===== src/iwd_pkg.sv =====
// constants, types and operation codes of the instruction word decoder
// Behaviour
// [RULE1] each instruction is one 14-bit word, split
// [RULE2] classify byte, bit, or literal-and-control
// [RULE3] file address selects register 0x00 to 0x7F
// [RULE4] destination zero accumulator, one file register
// [RULE5] bit select picks bit of 8-bit register
// [RULE6] literal is eight or eleven bits wide
// [RULE7] don't-care bits never change decoded behaviour
// [RULE8] one cycle, two on skip or branch
// [RULE9] instruction cycle is four oscillator periods
// [RULE10] byte words: 00, op4, dest, file7
// [RULE11] bit words: 01, op2, bit3, file7
// [RULE12] undefined encodings run as one-cycle no-op
`default_nettype none
package iwd_pkg;
    localparam int IWD_WORD_W   = 14;
    localparam int IWD_FILE_W   = 7;
    localparam int IWD_BIT_W    = 3;
    localparam int IWD_LIT8_W   = 8;
    localparam int IWD_LIT11_W  = 11;
    localparam int IWD_PHASES   = 4;
    localparam logic [1:0] IWD_PHASE_LAST = 2'h3;
    localparam logic [1:0] IWD_PHASE_FIRST = 2'h0;

    // word field positions
    localparam int IWD_CLASS_HI = 13;
    localparam int IWD_CLASS_LO = 12;
    localparam int IWD_BOP_HI   = 11;
    localparam int IWD_BOP_LO   = 8;
    localparam int IWD_DEST_POS = 7;
    localparam int IWD_TOP_HI   = 11;
    localparam int IWD_TOP_LO   = 10;
    localparam int IWD_BSEL_HI  = 9;
    localparam int IWD_BSEL_LO  = 7;
    localparam int IWD_JUMP_POS = 11;
    localparam int IWD_LOP_HI   = 11;
    localparam int IWD_LOP_LO   = 8;

    localparam logic [1:0] IWD_CLS_BYTE = 2'h0;
    localparam logic [1:0] IWD_CLS_BIT  = 2'h1;
    localparam logic [1:0] IWD_CLS_JUMP = 2'h2;
    localparam logic [1:0] IWD_CLS_LIT  = 2'h3;

    // byte-oriented operation field
    localparam logic [3:0] IWD_BOP_MISC   = 4'h0;
    localparam logic [3:0] IWD_BOP_CLR    = 4'h1;
    localparam logic [3:0] IWD_BOP_DECFSZ = 4'hB;
    localparam logic [3:0] IWD_BOP_INCFSZ = 4'hF;
    // bit-oriented tests
    localparam logic [1:0] IWD_TOP_SKIPCLR = 2'h2;
    localparam logic [1:0] IWD_TOP_SKIPSET = 2'h3;
    // misc control codes in the low byte, top bit of that byte clear
    localparam logic [7:0] IWD_CTL_NOP    = 8'h00;
    localparam logic [7:0] IWD_CTL_RETURN = 8'h08;
    localparam logic [7:0] IWD_CTL_RETFIE = 8'h09;
    localparam logic [7:0] IWD_CTL_SLEEP  = 8'h63;
    localparam logic [7:0] IWD_CTL_CLRWDT = 8'h64;
    localparam logic [7:0] IWD_CTL_MASK   = 8'h9F;
    // literal operation field (bits 11:8)
    localparam logic [3:0] IWD_LOP_IOR  = 4'h8;
    localparam logic [3:0] IWD_LOP_AND  = 4'h9;
    localparam logic [3:0] IWD_LOP_XOR  = 4'hA;
    localparam logic [3:0] IWD_LOP_SUB  = 4'hC;
    localparam logic [3:0] IWD_LOP_ADD  = 4'hE;

    typedef enum logic [1:0] {
        IWD_CAT_BYTE = 2'b00,
        IWD_CAT_BIT  = 2'b01,
        IWD_CAT_LIT  = 2'b10
    } iwd_cat_t;

    typedef enum logic [4:0] {
        IWD_OP_NOP = 5'h00, IWD_OP_MOVWF = 5'h01, IWD_OP_CLRW = 5'h02,
        IWD_OP_CLRF = 5'h03, IWD_OP_SUBWF = 5'h04, IWD_OP_DECF = 5'h05,
        IWD_OP_IORWF = 5'h06, IWD_OP_ANDWF = 5'h07, IWD_OP_XORWF = 5'h08,
        IWD_OP_ADDWF = 5'h09, IWD_OP_MOVF = 5'h0A, IWD_OP_COMF = 5'h0B,
        IWD_OP_INCF = 5'h0C, IWD_OP_DECFSZ = 5'h0D, IWD_OP_RRF = 5'h0E,
        IWD_OP_RLF = 5'h0F, IWD_OP_SWAPF = 5'h10, IWD_OP_INCFSZ = 5'h11,
        IWD_OP_BCF = 5'h12, IWD_OP_BSF = 5'h13, IWD_OP_BTFSC = 5'h14,
        IWD_OP_BTFSS = 5'h15, IWD_OP_CALL = 5'h16, IWD_OP_GOTO = 5'h17,
        IWD_OP_MOVLW = 5'h18, IWD_OP_RETLW = 5'h19, IWD_OP_IORLW = 5'h1A,
        IWD_OP_ANDLW = 5'h1B, IWD_OP_XORLW = 5'h1C, IWD_OP_SUBLW = 5'h1D,
        IWD_OP_ADDLW = 5'h1E, IWD_OP_RETURN = 5'h1F
    } iwd_op_t;

    typedef struct packed {
        iwd_cat_t               cat;
        iwd_op_t                op;
        logic [IWD_FILE_W-1:0]  file_addr;
        logic                   dest_file;
        logic [IWD_BIT_W-1:0]   bit_sel;
        logic [IWD_LIT11_W-1:0] literal;
        logic                   lit_wide;
        logic                   uses_file;
        logic                   is_retfie;
        logic                   is_sleep;
        logic                   is_clrwdt;
        logic                   changes_pc;
        logic                   is_test;
        logic                   skip_on_zero;
        logic                   illegal;
    } iwd_dec_t;
endpackage
`default_nettype wire


===== src/iwd_field_split.sv =====
// combinational split of an instruction word into category, operation and fields
`default_nettype none
`timescale 1ns/1ns
module iwd_field_split
    import iwd_pkg::*;
(
    input  wire logic [iwd_pkg::IWD_WORD_W-1:0] word,
    output iwd_pkg::iwd_dec_t                   dec
);
    wire logic [1:0] cls   = word[IWD_CLASS_HI:IWD_CLASS_LO];
    wire logic [3:0] bop   = word[IWD_BOP_HI:IWD_BOP_LO];
    wire logic [1:0] top   = word[IWD_TOP_HI:IWD_TOP_LO];
    wire logic [3:0] lop   = word[IWD_LOP_HI:IWD_LOP_LO];
    wire logic [7:0] lowb  = word[7:0];
    // x bits of the no-op pattern are masked before the compare
    wire logic [7:0] ctl   = lowb & IWD_CTL_MASK;                          // [RULE7]
    wire logic       misc  = (cls == IWD_CLS_BYTE) && (bop == IWD_BOP_MISC)
                             && !word[IWD_DEST_POS];

    iwd_op_t bop_op;
    iwd_op_t misc_op;
    iwd_op_t lit_op;
    logic    misc_bad;
    logic    lit_bad;

    always_comb begin
        unique case (bop)                                                   // [RULE10]
            4'h0: bop_op = IWD_OP_MOVWF;
            4'h1: bop_op = word[IWD_DEST_POS] ? IWD_OP_CLRF : IWD_OP_CLRW; // [RULE7]
            4'h2: bop_op = IWD_OP_SUBWF;
            4'h3: bop_op = IWD_OP_DECF;
            4'h4: bop_op = IWD_OP_IORWF;
            4'h5: bop_op = IWD_OP_ANDWF;
            4'h6: bop_op = IWD_OP_XORWF;
            4'h7: bop_op = IWD_OP_ADDWF;
            4'h8: bop_op = IWD_OP_MOVF;
            4'h9: bop_op = IWD_OP_COMF;
            4'hA: bop_op = IWD_OP_INCF;
            4'hB: bop_op = IWD_OP_DECFSZ;
            4'hC: bop_op = IWD_OP_RRF;
            4'hD: bop_op = IWD_OP_RLF;
            4'hE: bop_op = IWD_OP_SWAPF;
            4'hF: bop_op = IWD_OP_INCFSZ;
        endcase
    end

    always_comb begin
        misc_bad = 1'b0;
        misc_op  = IWD_OP_NOP;
        if (ctl == IWD_CTL_NOP) begin
            misc_op = IWD_OP_NOP;
        end else if (lowb == IWD_CTL_RETURN) begin
            misc_op = IWD_OP_RETURN;
        end else if (lowb == IWD_CTL_RETFIE || lowb == IWD_CTL_SLEEP
                     || lowb == IWD_CTL_CLRWDT) begin
            misc_op = IWD_OP_NOP;
        end else begin
            misc_bad = 1'b1;                                                // [RULE12]
        end
    end

    always_comb begin
        lit_bad = 1'b0;
        lit_op  = IWD_OP_NOP;
        if (lop[3:2] == 2'b00) begin
            lit_op = IWD_OP_MOVLW;                                          // [RULE7]
        end else if (lop[3:2] == 2'b01) begin
            lit_op = IWD_OP_RETLW;
        end else if (lop[3:1] == IWD_LOP_ADD[3:1]) begin
            lit_op = IWD_OP_ADDLW;
        end else if (lop[3:1] == IWD_LOP_SUB[3:1]) begin
            lit_op = IWD_OP_SUBLW;
        end else if (lop == IWD_LOP_IOR) begin
            lit_op = IWD_OP_IORLW;
        end else if (lop == IWD_LOP_AND) begin
            lit_op = IWD_OP_ANDLW;
        end else if (lop == IWD_LOP_XOR) begin
            lit_op = IWD_OP_XORLW;
        end else begin
            lit_bad = 1'b1;                                                 // [RULE12]
        end
    end

    always_comb begin
        dec              = '0;
        dec.file_addr    = word[IWD_FILE_W-1:0];                            // [RULE3]
        dec.bit_sel      = word[IWD_BSEL_HI:IWD_BSEL_LO];                   // [RULE5]
        unique case (cls)                                                   // [RULE2]
            IWD_CLS_BYTE: begin
                dec.cat          = IWD_CAT_BYTE;
                dec.dest_file    = word[IWD_DEST_POS];                      // [RULE4]
                dec.op           = misc ? misc_op : bop_op;
                dec.uses_file    = !misc && (bop_op != IWD_OP_CLRW);
                dec.illegal      = misc && misc_bad;
                dec.is_retfie    = misc && (lowb == IWD_CTL_RETFIE);
                dec.is_sleep     = misc && (lowb == IWD_CTL_SLEEP);
                dec.is_clrwdt    = misc && (lowb == IWD_CTL_CLRWDT);
                dec.changes_pc   = misc && (lowb == IWD_CTL_RETURN || lowb == IWD_CTL_RETFIE);
                dec.is_test      = (bop == IWD_BOP_DECFSZ) || (bop == IWD_BOP_INCFSZ);
                dec.skip_on_zero = dec.is_test;
            end
            IWD_CLS_BIT: begin                                              // [RULE11]
                dec.cat          = IWD_CAT_BIT;
                dec.uses_file    = 1'b1;
                dec.op           = iwd_op_t'(IWD_OP_BCF + 5'(top));
                dec.is_test      = top[1];
                dec.skip_on_zero = (top == IWD_TOP_SKIPCLR);
            end
            IWD_CLS_JUMP: begin
                dec.cat        = IWD_CAT_LIT;
                dec.op         = word[IWD_JUMP_POS] ? IWD_OP_GOTO : IWD_OP_CALL;
                dec.literal    = word[IWD_LIT11_W-1:0];                     // [RULE6]
                dec.lit_wide   = 1'b1;
                dec.changes_pc = 1'b1;
            end
            IWD_CLS_LIT: begin
                dec.cat        = IWD_CAT_LIT;
                dec.op         = lit_op;
                dec.literal    = {3'h0, lowb};                              // [RULE6]
                dec.illegal    = lit_bad;
                dec.changes_pc = (lit_op == IWD_OP_RETLW);
            end
        endcase
        if (dec.illegal) begin
            dec.op = IWD_OP_NOP;                                            // [RULE12]
        end
    end
endmodule
`default_nettype wire


===== src/iwd_decoder.sv =====
// instruction word decoder top with four-phase instruction cycle sequencing
`default_nettype none
`timescale 1ns/1ns
module iwd_decoder
    import iwd_pkg::*;
(
    input  wire logic                           sys_clk,
    input  wire logic                           reset_n,
    input  wire logic [iwd_pkg::IWD_WORD_W-1:0] instr_word,
    input  wire logic                           test_zero,
    input  wire logic                           test_bit,
    output iwd_pkg::iwd_dec_t                   dec_out,
    output logic [1:0]                          phase_out,
    output logic                                cycle_start,
    output logic                                flush_cycle,
    output logic                                word_take
);
    // -----------------------------------------------------------------
    // decode
    // -----------------------------------------------------------------
    iwd_dec_t dec_w;

    iwd_field_split u_split (
        .word (instr_word),                                                 // [RULE1]
        .dec  (dec_w)
    );

    // -----------------------------------------------------------------
    // phase counter: four clocks make one instruction cycle
    // -----------------------------------------------------------------
    logic [1:0] phase_q;
    logic       flush_q;
    wire logic [1:0] phase_d   = phase_q + 2'h1;                            // [RULE9]
    wire logic       last_ph   = (phase_q == IWD_PHASE_LAST);

    // skip taken when the test outcome matches; a branch always takes two cycles
    wire logic skip_hit = dec_out.is_test &&
                          (dec_out.cat == IWD_CAT_BIT ?
                           (test_bit == !dec_out.skip_on_zero) : test_zero);
    wire logic two_cyc  = !flush_q && (dec_out.changes_pc || skip_hit);    // [RULE8]

    wire logic flush_d = last_ph ? two_cyc : flush_q;
    wire logic take_d  = (phase_d == IWD_PHASE_LAST);

    always_ff @(posedge sys_clk or negedge reset_n) begin
        if (!reset_n) begin
            phase_q <= IWD_PHASE_FIRST;
            flush_q <= 1'b0;
        end else begin
            phase_q <= phase_d;                                             // [RULE9]
            flush_q <= flush_d;                                             // [RULE8]
        end
    end

    // -----------------------------------------------------------------
    // outputs: dec_out and flush_cycle latched at the instruction cycle boundary, phase_out, cycle_start and word_take every clock
    // -----------------------------------------------------------------
    always_ff @(posedge sys_clk or negedge reset_n) begin
        if (!reset_n) begin
            dec_out     <= '0;
            phase_out   <= IWD_PHASE_FIRST;
            cycle_start <= 1'b0;
            flush_cycle <= 1'b0;
            word_take   <= 1'b0;
        end else begin
            phase_out   <= phase_d;
            cycle_start <= last_ph;
            word_take   <= take_d;
            if (last_ph) begin
                // second cycle of a two-cycle op is a no-op
                dec_out     <= two_cyc ? iwd_dec_t'('0) : dec_w;            // [RULE8]
                flush_cycle <= two_cyc;
            end
        end
    end
endmodule
`default_nettype wire


===== config.mk =====
export PLATFORM = sky130hd
export DESIGN_NAME = iwd_decoder
export DESIGN_NICKNAME = d
export VERILOG_FILES = /design/src/iwd_pkg.sv /design/src/iwd_field_split.sv /design/src/iwd_decoder.sv
export SDC_FILE = /design/constraint.sdc
export NUM_CORES = 1
export LEC_CHECK = 0
export BUFFER_PORTS_ARGS = -buffer_cell sky130_fd_sc_hd__buf_4
export CAP_MARGIN = 0
export CORE_MARGIN = 4
export CORE_UTILIZATION = 55
export DETAILED_ROUTE_END_ITERATION = 7
export GPL_TIMING_DRIVEN = 0
export PLACE_DENSITY = 0.84
export RECOVER_POWER = 25
export SLEW_MARGIN = 5
export SYNTH_ARGS = -nofsm -noshare
export SYNTH_HDL_FRONTEND = slang
export SYNTH_SLANG_ARGS = --single-unit

===== constraint.sdc =====
create_clock -name sys_clk -period 4.1 [get_ports sys_clk]
set_clock_uncertainty 0.15 [all_clocks]
set_input_delay 0.41 -clock sys_clk [delete_from_list [all_inputs] [get_ports sys_clk]]
set_output_delay 0.41 -clock sys_clk [all_outputs]
set_load 0.005 [all_outputs]

==> flow_summary.toml, run 1 <==
[clock_tree]
path_clk_slew_ps = 80
cts_tree = "done"
cts_buffers = 5
htree_num_levels = 2
cts.sinks = 43
cts_root_buffer = "clkbuf_8"
clkLatencyLatePin_ps = 290
post_cts_resized = 0
clk_path_buf_depth = 2
cts_setup_buffers = 0

[worst_setup_path]
crit_fanout = 9
required_ps = 4140
path_delay_family = "compound AO/OA/AOI/OAI gates"
path_cells = "nand2b_1 -> a211o_1 -> o221a_2 -> o21a_1 -> clkbuf_1 -> a22o_1"
crit_buf_inv = 1
cp-end-kind = "flop"
crit_path_top_delay_cell = "dfrtp_1"
arrival_ps = 2070
crit_path_start_kind = "flop"
worstSetupPathType = "flop to flop"
critPathMaxStageDelay_ps = 410

[yosys]
synthesis.nets = 209
async_flop_share_pct = 100
yosysWarnings = 0
ys_ff_latch = 43
mappedNetlistArea_um2 = 2030
synth.most_common_cell = "dfrtp_1"
synthTopCellsByCount = "dfrtp_1 (43), a22o_1 (22), inv_1 (11)"
yosysTopAreaCell = "dfrtp_1"
synthTopCellsByArea = "dfrtp_1 (53%), a22o_1 (9.5%), ha_1 (4.3%)"
yosysTopAreaCellShare_pct = 52.9
ys.flop_type = "dfrtp_1"
avgSynthCellArea_um2 = 11.1
ys_seq_area_share_pct = 52.9
ys_types = 41
syn_inst = 184
synth-edff-count = 0

[timing]
slew_violations = 0
fmax_mhz = 491
setup_tns_ps = 0
relSlewSlack_pct = 53.8
period_needed_ps = 2030
rsz0062_at_grt = "false"
post-route-period-util_pct = 49.6
tightest_slew_ps = 687
hold_ws_ps = 217
setup-violations-final = 0
hold_violations = 0

[power_and_ir_drop]
sw_frac_of_total_pct = 24.4
power_frac_comb_pct = 16.3
leakage_uw = 0.00129
seqPwrFrac_pct = 49.6
switchingPower_uw = 233
intPower_uw = 723
powerDensity_nw_per_um2 = 359
ir_drop_mv = 0.219
p_clk_share_pct = 34.1

[floorplan]
start_util_pct = 59.1
die_w_um = 68.8
placementRows = 21
io_pins = 61
core_um2 = 3440
die-area_um2 = 4740
die_h_um = 68.8

[route]
drtIter0Drc = 99
vias_per_cell = 5.80
wl_per_cell_um = 16.8
dr.pass1.iters = 5
via_count = 1729
drt-total-wl_um = 5000
postRouteAntennaNets = 0
drc = 0

[layout]
synthToLayoutAreaGrowth_pct = 30.6
fin_nets = 276
n_antenna_cell = 0
drive_above_1_share_pct = 29.0

[placement]
place_congestion = 0.924
portBuffers = 59
place.detailed.hpwl_um = 3630

[min_path]
hold_class = "input port to flop"

[outcome]
status = "finished clean"

[grt]
grt_first_pass_wirelength_um = 7940
grt.total_usage_pct = 22.7
grt-ovfl-total = 0
grt_max_degree = 44
antenna_found_initial = 0
grt_pass1_vias = 1580

[run]
cap_viol_max_count = 0
==> power by group through the flow <==
stage	clock (uW)	combinational, uW	sequential (uW)
after detailed placement	0	154	482
final	326	156	474
after global routing	349	170	478
after CTS	330	156	474
after global placement	0	151	481
after floorplan	0	64.1	482
==> worst reg2reg max path, delay by kind of cell (launching register included) <==
family | cells | cell delay, ps
compound gates | 4 | 980
buf+inv | 1 | 220
flops | 1 | 410
simple gates | 1 | 170
==> repair_timing <==
item / 4_1_cts / 5_1_grt
endpoints found under the setup margin: 0 / 0
hold endpoints to repair: 43 / 0
hold buffers: 1 / 0
==> flip-flops by register name, indices dropped and copies added (netlist names) <==
| register | cells |
|---|---|
| dec_out | 38 |
| phase_out | 2 |
| word_take | 1 |
| cycle_start | 1 |
| flush_cycle | 1 |
==> cells in the final DEF, fill, tap and decap left out, types with 6 or more instances in the layout <==
master,Yosys,final
a22o_1,22,22
buf_4,0,59
clkbuf_1,9,9
dfrtp_1,43,43
ha_1,7,7
inv_1,11,11
nand2_1,9,9
nor2_1,9,9
o21ai_0,6,6
o2bb2ai_1,9,9
==> cell families (layout without fill, tap and decap cells) <==
kind of cell / count (synthesis) / in the layout / share of synthesized area (%)
xor+xnor: 2 / 2 / 0.861
buf+inv: 26 / 94 / 4.86
compound gates: 66 / 66 / 26.6
simple gates: 40 / 40 / 10.5
fa+ha+maj: 7 / 7 / 4.30
flops: 43 / 43 / 52.9
==> path summary, 6_finish.rpt <==
path	to	slack (ps)	cells past startpoint	startpoint
setup / recovery	dec_out[14]	2070	6	dec_out[37]
hold / removal	dec_out[10]	220	2	instr_word[1]
setup reg to reg	dec_out[14]	2070	6	dec_out[37]
hold reg to reg	phase_out[0]	330	1	phase_out[0]
max in group asynchronous	dec_out[33]	2960	2	reset_n
min in group asynchronous	cycle_start	480	2	reset_n
==> per-layer routing <==
layer / track usage, % / up-vias / wire length [um]
met5: 0 / - / 0
met2: 33.8 / 74 / 2330
li1: - / 819 / -
met1: 33.3 / 830 / 2240
met3: 6.32 / 6 / 385
met4: 4.62 / 0 / 48
==> through the flow <==
stage          total power (uW)  worst slack (ps)  util [%]  cell area, um^2  std cells
6_report                    955              2070      77.2             2660        298
5_1_grt                     997              1910      77.2             2660        298
4_1_cts                     960              2060      77.2             2660        298
3_5_place_dp                637              1860      73.6             2530        289
3_3_place_gp                633              1860      73.6             2530        289
2_1_floorplan               546              2170         -             2030        184
==> layout make-up <==
class / instances / area (um^2)
inverter: 12 / 45.0
multi-input combinational: 115 / 860
clock buffer: 5 / 68.8
timing repair buffer: 60 / 453
tap: 46 / 57.6
clock inverter: 3 / 43.8
sequential: 43 / 1080
fill: 247 / 785
buffer: 14 / 53.8
(Power assumes the default switching activity.)
==> inputs of run 2 (changes only) <==
- CORE_UTILIZATION: 55 -> 51
- PLACE_DENSITY: 0.84 -> 0.79
- clock period: 4.1 -> 1.89 ns (I/O delays scaled with it)
==> flow_summary.toml, run 2 (same netlist as run 1, synthesis figures left out) <==
[outcome]
status = "finished clean"

[clock_tree]
cts_tree = "done"
cts_buffers = 5
path_clk_slew_ps = 90
htree_num_levels = 2
cts_root_buffer = "clkbuf_8"
cts.sinks = 43
clk_path_buf_depth = 2
clkLatencyLatePin_ps = 290

[layout]
final_cell_mix = "buf_4 (61), dfrtp_1 (43), a22o_1 (22)"
max_flop_register = "dec_out"
drive_above_1_share_pct = 30.9
stdcell_count = 307
n_antenna_cell = 0
top_regs = "dec_out (38), phase_out (2)"
layout_commonest_cell = "buf_4"
largest_reg_flops = 38
fin_nets = 283
synthToLayoutAreaGrowth_pct = 34.6

[placement]
place.detailed.hpwl_um = 3770
place_inst = 291
portBuffers = 59
place_congestion = 0.887

[power_and_ir_drop]
powerDensity_nw_per_um2 = 714
seqPwrFrac_pct = 52.6
p_clk_share_pct = 29.4
intPower_uw = 1440
p_total_uw = 1950
leakage_uw = 0.00132
ir_drop_mv = 0.496
sw_frac_of_total_pct = 26.1
power_frac_comb_pct = 18.0
switchingPower_uw = 510

[worst_setup_path]
rr_worst_depth = 5
r2r-start = "dec_out[37]"
required_ps = 1920
path_cells = "nand2b_1 -> a211o_1 -> o221a_4 -> buf_4 -> a32o_1"
crit_path_top_delay_cell = "dfrtp_1"
rr_endpoint = "dec_out[18]"
crit_fanout = 10
arrival_ps = 1870
cp-end-kind = "flop"
critPathMaxStageDelay_ps = 380
worstSetupPathType = "flop to flop"
r2r_setup_slack_ps = 50
crit_path_start_kind = "flop"

[floorplan]
die_h_um = 71.2
io_pins = 61
core_um2 = 3770
start_util_pct = 53.9
placementRows = 22
die-area_um2 = 5060
die_w_um = 71.2

[timing]
slew_violations = 0
rsz0062_at_grt = "true"
setup-violations-final = 0
tightest_slew_ps = 616
post-route-period-util_pct = 97.4
period_needed_ps = 1840
relSlewSlack_pct = 58.5
fmax_mhz = 543
hold_violations = 0

[route]
postRouteAntennaNets = 0
dr.pass1.iters = 4
drt-total-wl_um = 5150
vias_per_cell = 5.66
wl_per_cell_um = 16.8
via_count = 1739
drtIter0Drc = 116
drc = 0

[grt]
grt_max_degree = 44
grt.total_usage_pct = 20.8
antenna_found_initial = 0
grt_pass1_vias = 1675
grt-ovfl-total = 0
grt_first_pass_wirelength_um = 8310

[min_path]
holdCritStartpoint = "instr_word[2]"
hold_path_end = "dec_out[4]"
hold_class = "input port to flop"
whs_path_depth = 3

[run]
cap_viol_max_count = 0
==> run 2: metal layers <==
metal,track usage [%],share of wire (%),vias to the layer above
li1,-,-,829
met4,5.43,0.74,0
met5,0,0,-
met3,5.26,6.5,6
met1,29.7,44,840
met2,31.5,48,64
==> run 2: worst max-delay path, delay by kind of cell, from the launching register on <==
family,cells,cell delay [ps]
simple gates,1,160
compound gates,3,860
buf+inv,1,180
flops,1,380
==> run 2: repair_timing <==
action	4_1_cts	5_1_grt
cloned	0	0
endpoints found under the hold margin	52	1
resized for setup	4	4
setup buffers	0	1
setup endpoints to repair	30	34
hold buffers	7	1
==> run 2: final cells by class <==
| class | count | area (um^2) |
|---|---|---|
| buffer | 13 | 55.1 |
| clock buffer | 5 | 68.8 |
| clock inverter | 3 | 20.0 |
| fill | 281 | 1030 |
| inverter | 12 | 48.8 |
| multi-input combinational | 115 | 878 |
| sequential | 43 | 1080 |
| tap | 48 | 60.1 |
| timing repair buffer | 68 | 531 |
==> run 2: worst max path at each step <==
stage / slack, ps / endpoint / start
4_1_cts: -20 / dec_out[18] / dec_out[37]
3_3_place_gp: -110 / dec_out[3] / instr_word[2]
3_5_place_dp: -130 / dec_out[18] / dec_out[37]
5_1_grt: -20 / dec_out[18] / phase_out[1]
6_report: 50 / dec_out[18] / dec_out[37]
2_1_floorplan: 70 / dec_out[17] / dec_out[37]
==> run 2: power by group through the flow <==
stage / clock (uW) / sequential [uW] / combinational (uW)
final: 575 / 1030 / 351
after global routing: 635 / 1040 / 383
after CTS: 587 / 1030 / 347
after detailed placement: 0 / 1050 / 334
after global placement: 0 / 1050 / 329
after floorplan: 0 / 1050 / 139
==> run 2: per-stage QoR <==
step	area, um^2	setup TNS, ps	utilization [%]	setup slack [ps]	hold WS [ps]
6_report	2740	0	72.6	48.4	9.35
5_1_grt	2740	-22.9	72.6	-22.9	3.39
4_1_cts	2700	-58.7	71.6	-24.4	0.00408
3_5_place_dp	2540	-2710	67.3	-133	57.3
3_3_place_gp	2540	-1380	67.3	-108	49.0
2_1_floorplan	2030	0	-	68.7	-257
==> inputs of run 3 (changes only) <==
- SETUP_SLACK_MARGIN: default -> 0.1
==> flow_summary.toml, run 3 (same netlist as run 1, synthesis figures left out) <==
[timing]
rsz0062_at_grt = "true"
hold_violations = 0
setup-violations-final = 0
post-route-period-util_pct = 93.8
tightest_slew_ps = 1030
period_needed_ps = 1770
fin_ws_ps = 116
hold_ws_ps = 13.1
slew_violations = 0
fmax_mhz = 564
relSlewSlack_pct = 31.4

[route]
dr.pass1.iters = 4
drtIter0Drc = 84
wl_per_cell_um = 17.3
vias_per_cell = 5.78
via_count = 1787
drc = 0
drt-total-wl_um = 5350
postRouteAntennaNets = 0

[floorplan]
start_util_pct = 53.9
core_um2 = 3770
die_h_um = 71.2
placementRows = 22
io_pins = 61
die_w_um = 71.2
die-area_um2 = 5060

[outcome]
status = "finished clean"

[power_and_ir_drop]
powerDensity_nw_per_um2 = 706
leakage_uw = 0.00134
ir_drop_mv = 0.648

[clock_tree]
cts_tree = "done"
clkLatencyLatePin_ps = 300
path_clk_slew_ps = 80
clk_path_buf_depth = 2
cts.sinks = 43
htree_num_levels = 2
cts_root_buffer = "clkbuf_8"
cts_buffers = 5

[min_path]
hold_path_end = "dec_out[26]"
whs_path_depth = 2
hold_class = "input port to flop"
holdCritStartpoint = "instr_word[2]"

[layout]
final_cell_mix = "buf_4 (62), dfrtp_1 (43), a22o_1 (22)"
synthToLayoutAreaGrowth_pct = 36.5
largest_reg_flops = 38
fin_nets = 285
top_regs = "dec_out (38), phase_out (2)"
layout_commonest_cell = "buf_4"
max_flop_register = "dec_out"
drive_above_1_share_pct = 33.0
stdcell_count = 309
n_antenna_cell = 0

[worst_setup_path]
r2r-start = "dec_out[37]"
worstSetupPathType = "flop to flop"
rr_worst_depth = 6
cp-end-kind = "flop"
r2r_setup_slack_ps = 120
required_ps = 1930
crit_path_start_kind = "flop"
arrival_ps = 1810
rr_endpoint = "dec_out[13]"
crit_fanout = 9

[placement]
place_congestion = 0.943
place.detailed.hpwl_um = 3710
portBuffers = 59
dp_slack_ps = -86.8
place_inst = 291

[grt]
antenna_found_initial = 0
grt-ovfl-total = 0
grt_first_pass_wirelength_um = 8710
grt_pass1_vias = 1727
grt.total_usage_pct = 21.8
grt_max_degree = 44

[run]
cap_viol_max_count = 0
## run 3: cell count changes in the layout (fill, tap and decap cells not counted), sizes merged
cell	previous run	this run
buf	65	67
clkbuf	13	14
clkinv	1	2
clkinvlp	3	2
dlygate4sd3	8	7
## run 3: worst max-delay path by stage
stage          cells after the start         from           to
2_1_floorplan                      6  dec_out[37]  dec_out[37]
3_3_place_gp                       6  dec_out[37]   dec_out[6]
3_5_place_dp                       6  dec_out[37]   dec_out[6]
4_1_cts                            5  dec_out[37]  dec_out[18]
5_1_grt                            6  dec_out[37]  dec_out[13]
6_report                           6  dec_out[37]  dec_out[13]
## run 3: through the flow
| step | setup TNS [ps] | total power (uW) | area (um^2) | util (%) |
|---|---|---|---|---|
| 5_1_grt | 0 | 2060 | 2780 | 73.7 |
| 2_1_floorplan | 0 | 1190 | 2040 | - |
| 3_3_place_gp | -1070 | 1370 | 2540 | 67.4 |
| 4_1_cts | 0 | 1980 | 2740 | 72.6 |
| 6_report | 0 | 1960 | 2780 | 73.7 |
| 3_5_place_dp | -1030 | 1380 | 2540 | 67.4 |
## run 3: final cells by class
class / count / area (um^2)
Clock inverter: 3 / 20.0
Inverter: 12 / 46.3
Tap cell: 48 / 60.1
Clock buffer: 5 / 68.8
Multi-Input combinational cell: 115 / 901
Buffer: 14 / 72.6
Fill cell: 288 / 993
Timing Repair Buffer: 69 / 533
Sequential cell: 43 / 1080
## run 3: per-layer routing
metal / share of wire [%] / vias up / GRT usage, %
met1: 43 / 871 / 31.2
met2: 50 / 70 / 33.7
met4: 1.1 / 0 / 5.85
met5: 0 / - / 0
li1: - / 838 / -
met3: 6.1 / 8 / 4.69
## run 3: worst max-delay path, cell delays in order, from the launching register on
cell and delay (ps):
dfrtp_1 380, nand2b_4 140, a211o_1 270, o221a_4 270
o21a_1 120, buf_8 140, a22o_1 190
## run 3: what timing repair did
item                                   CTS  global route
setup endpoints to repair               33            38
setup buffers                            2             1
endpoints found under the hold margin   53             0
resized for setup                        8             7
hold buffers                             7             0
pin swaps                                0             2
cloned                                   0             0
## run 3: power by group
group | total [uW] | switching [uW] | leakage (uW) | internal (uW)
Clock | 574 | 317 | 0.0000402 | 257
Sequential | 1030 | 43.8 | 0.000556 | 985
Combinational | 357 | 154 | 0.000745 | 204
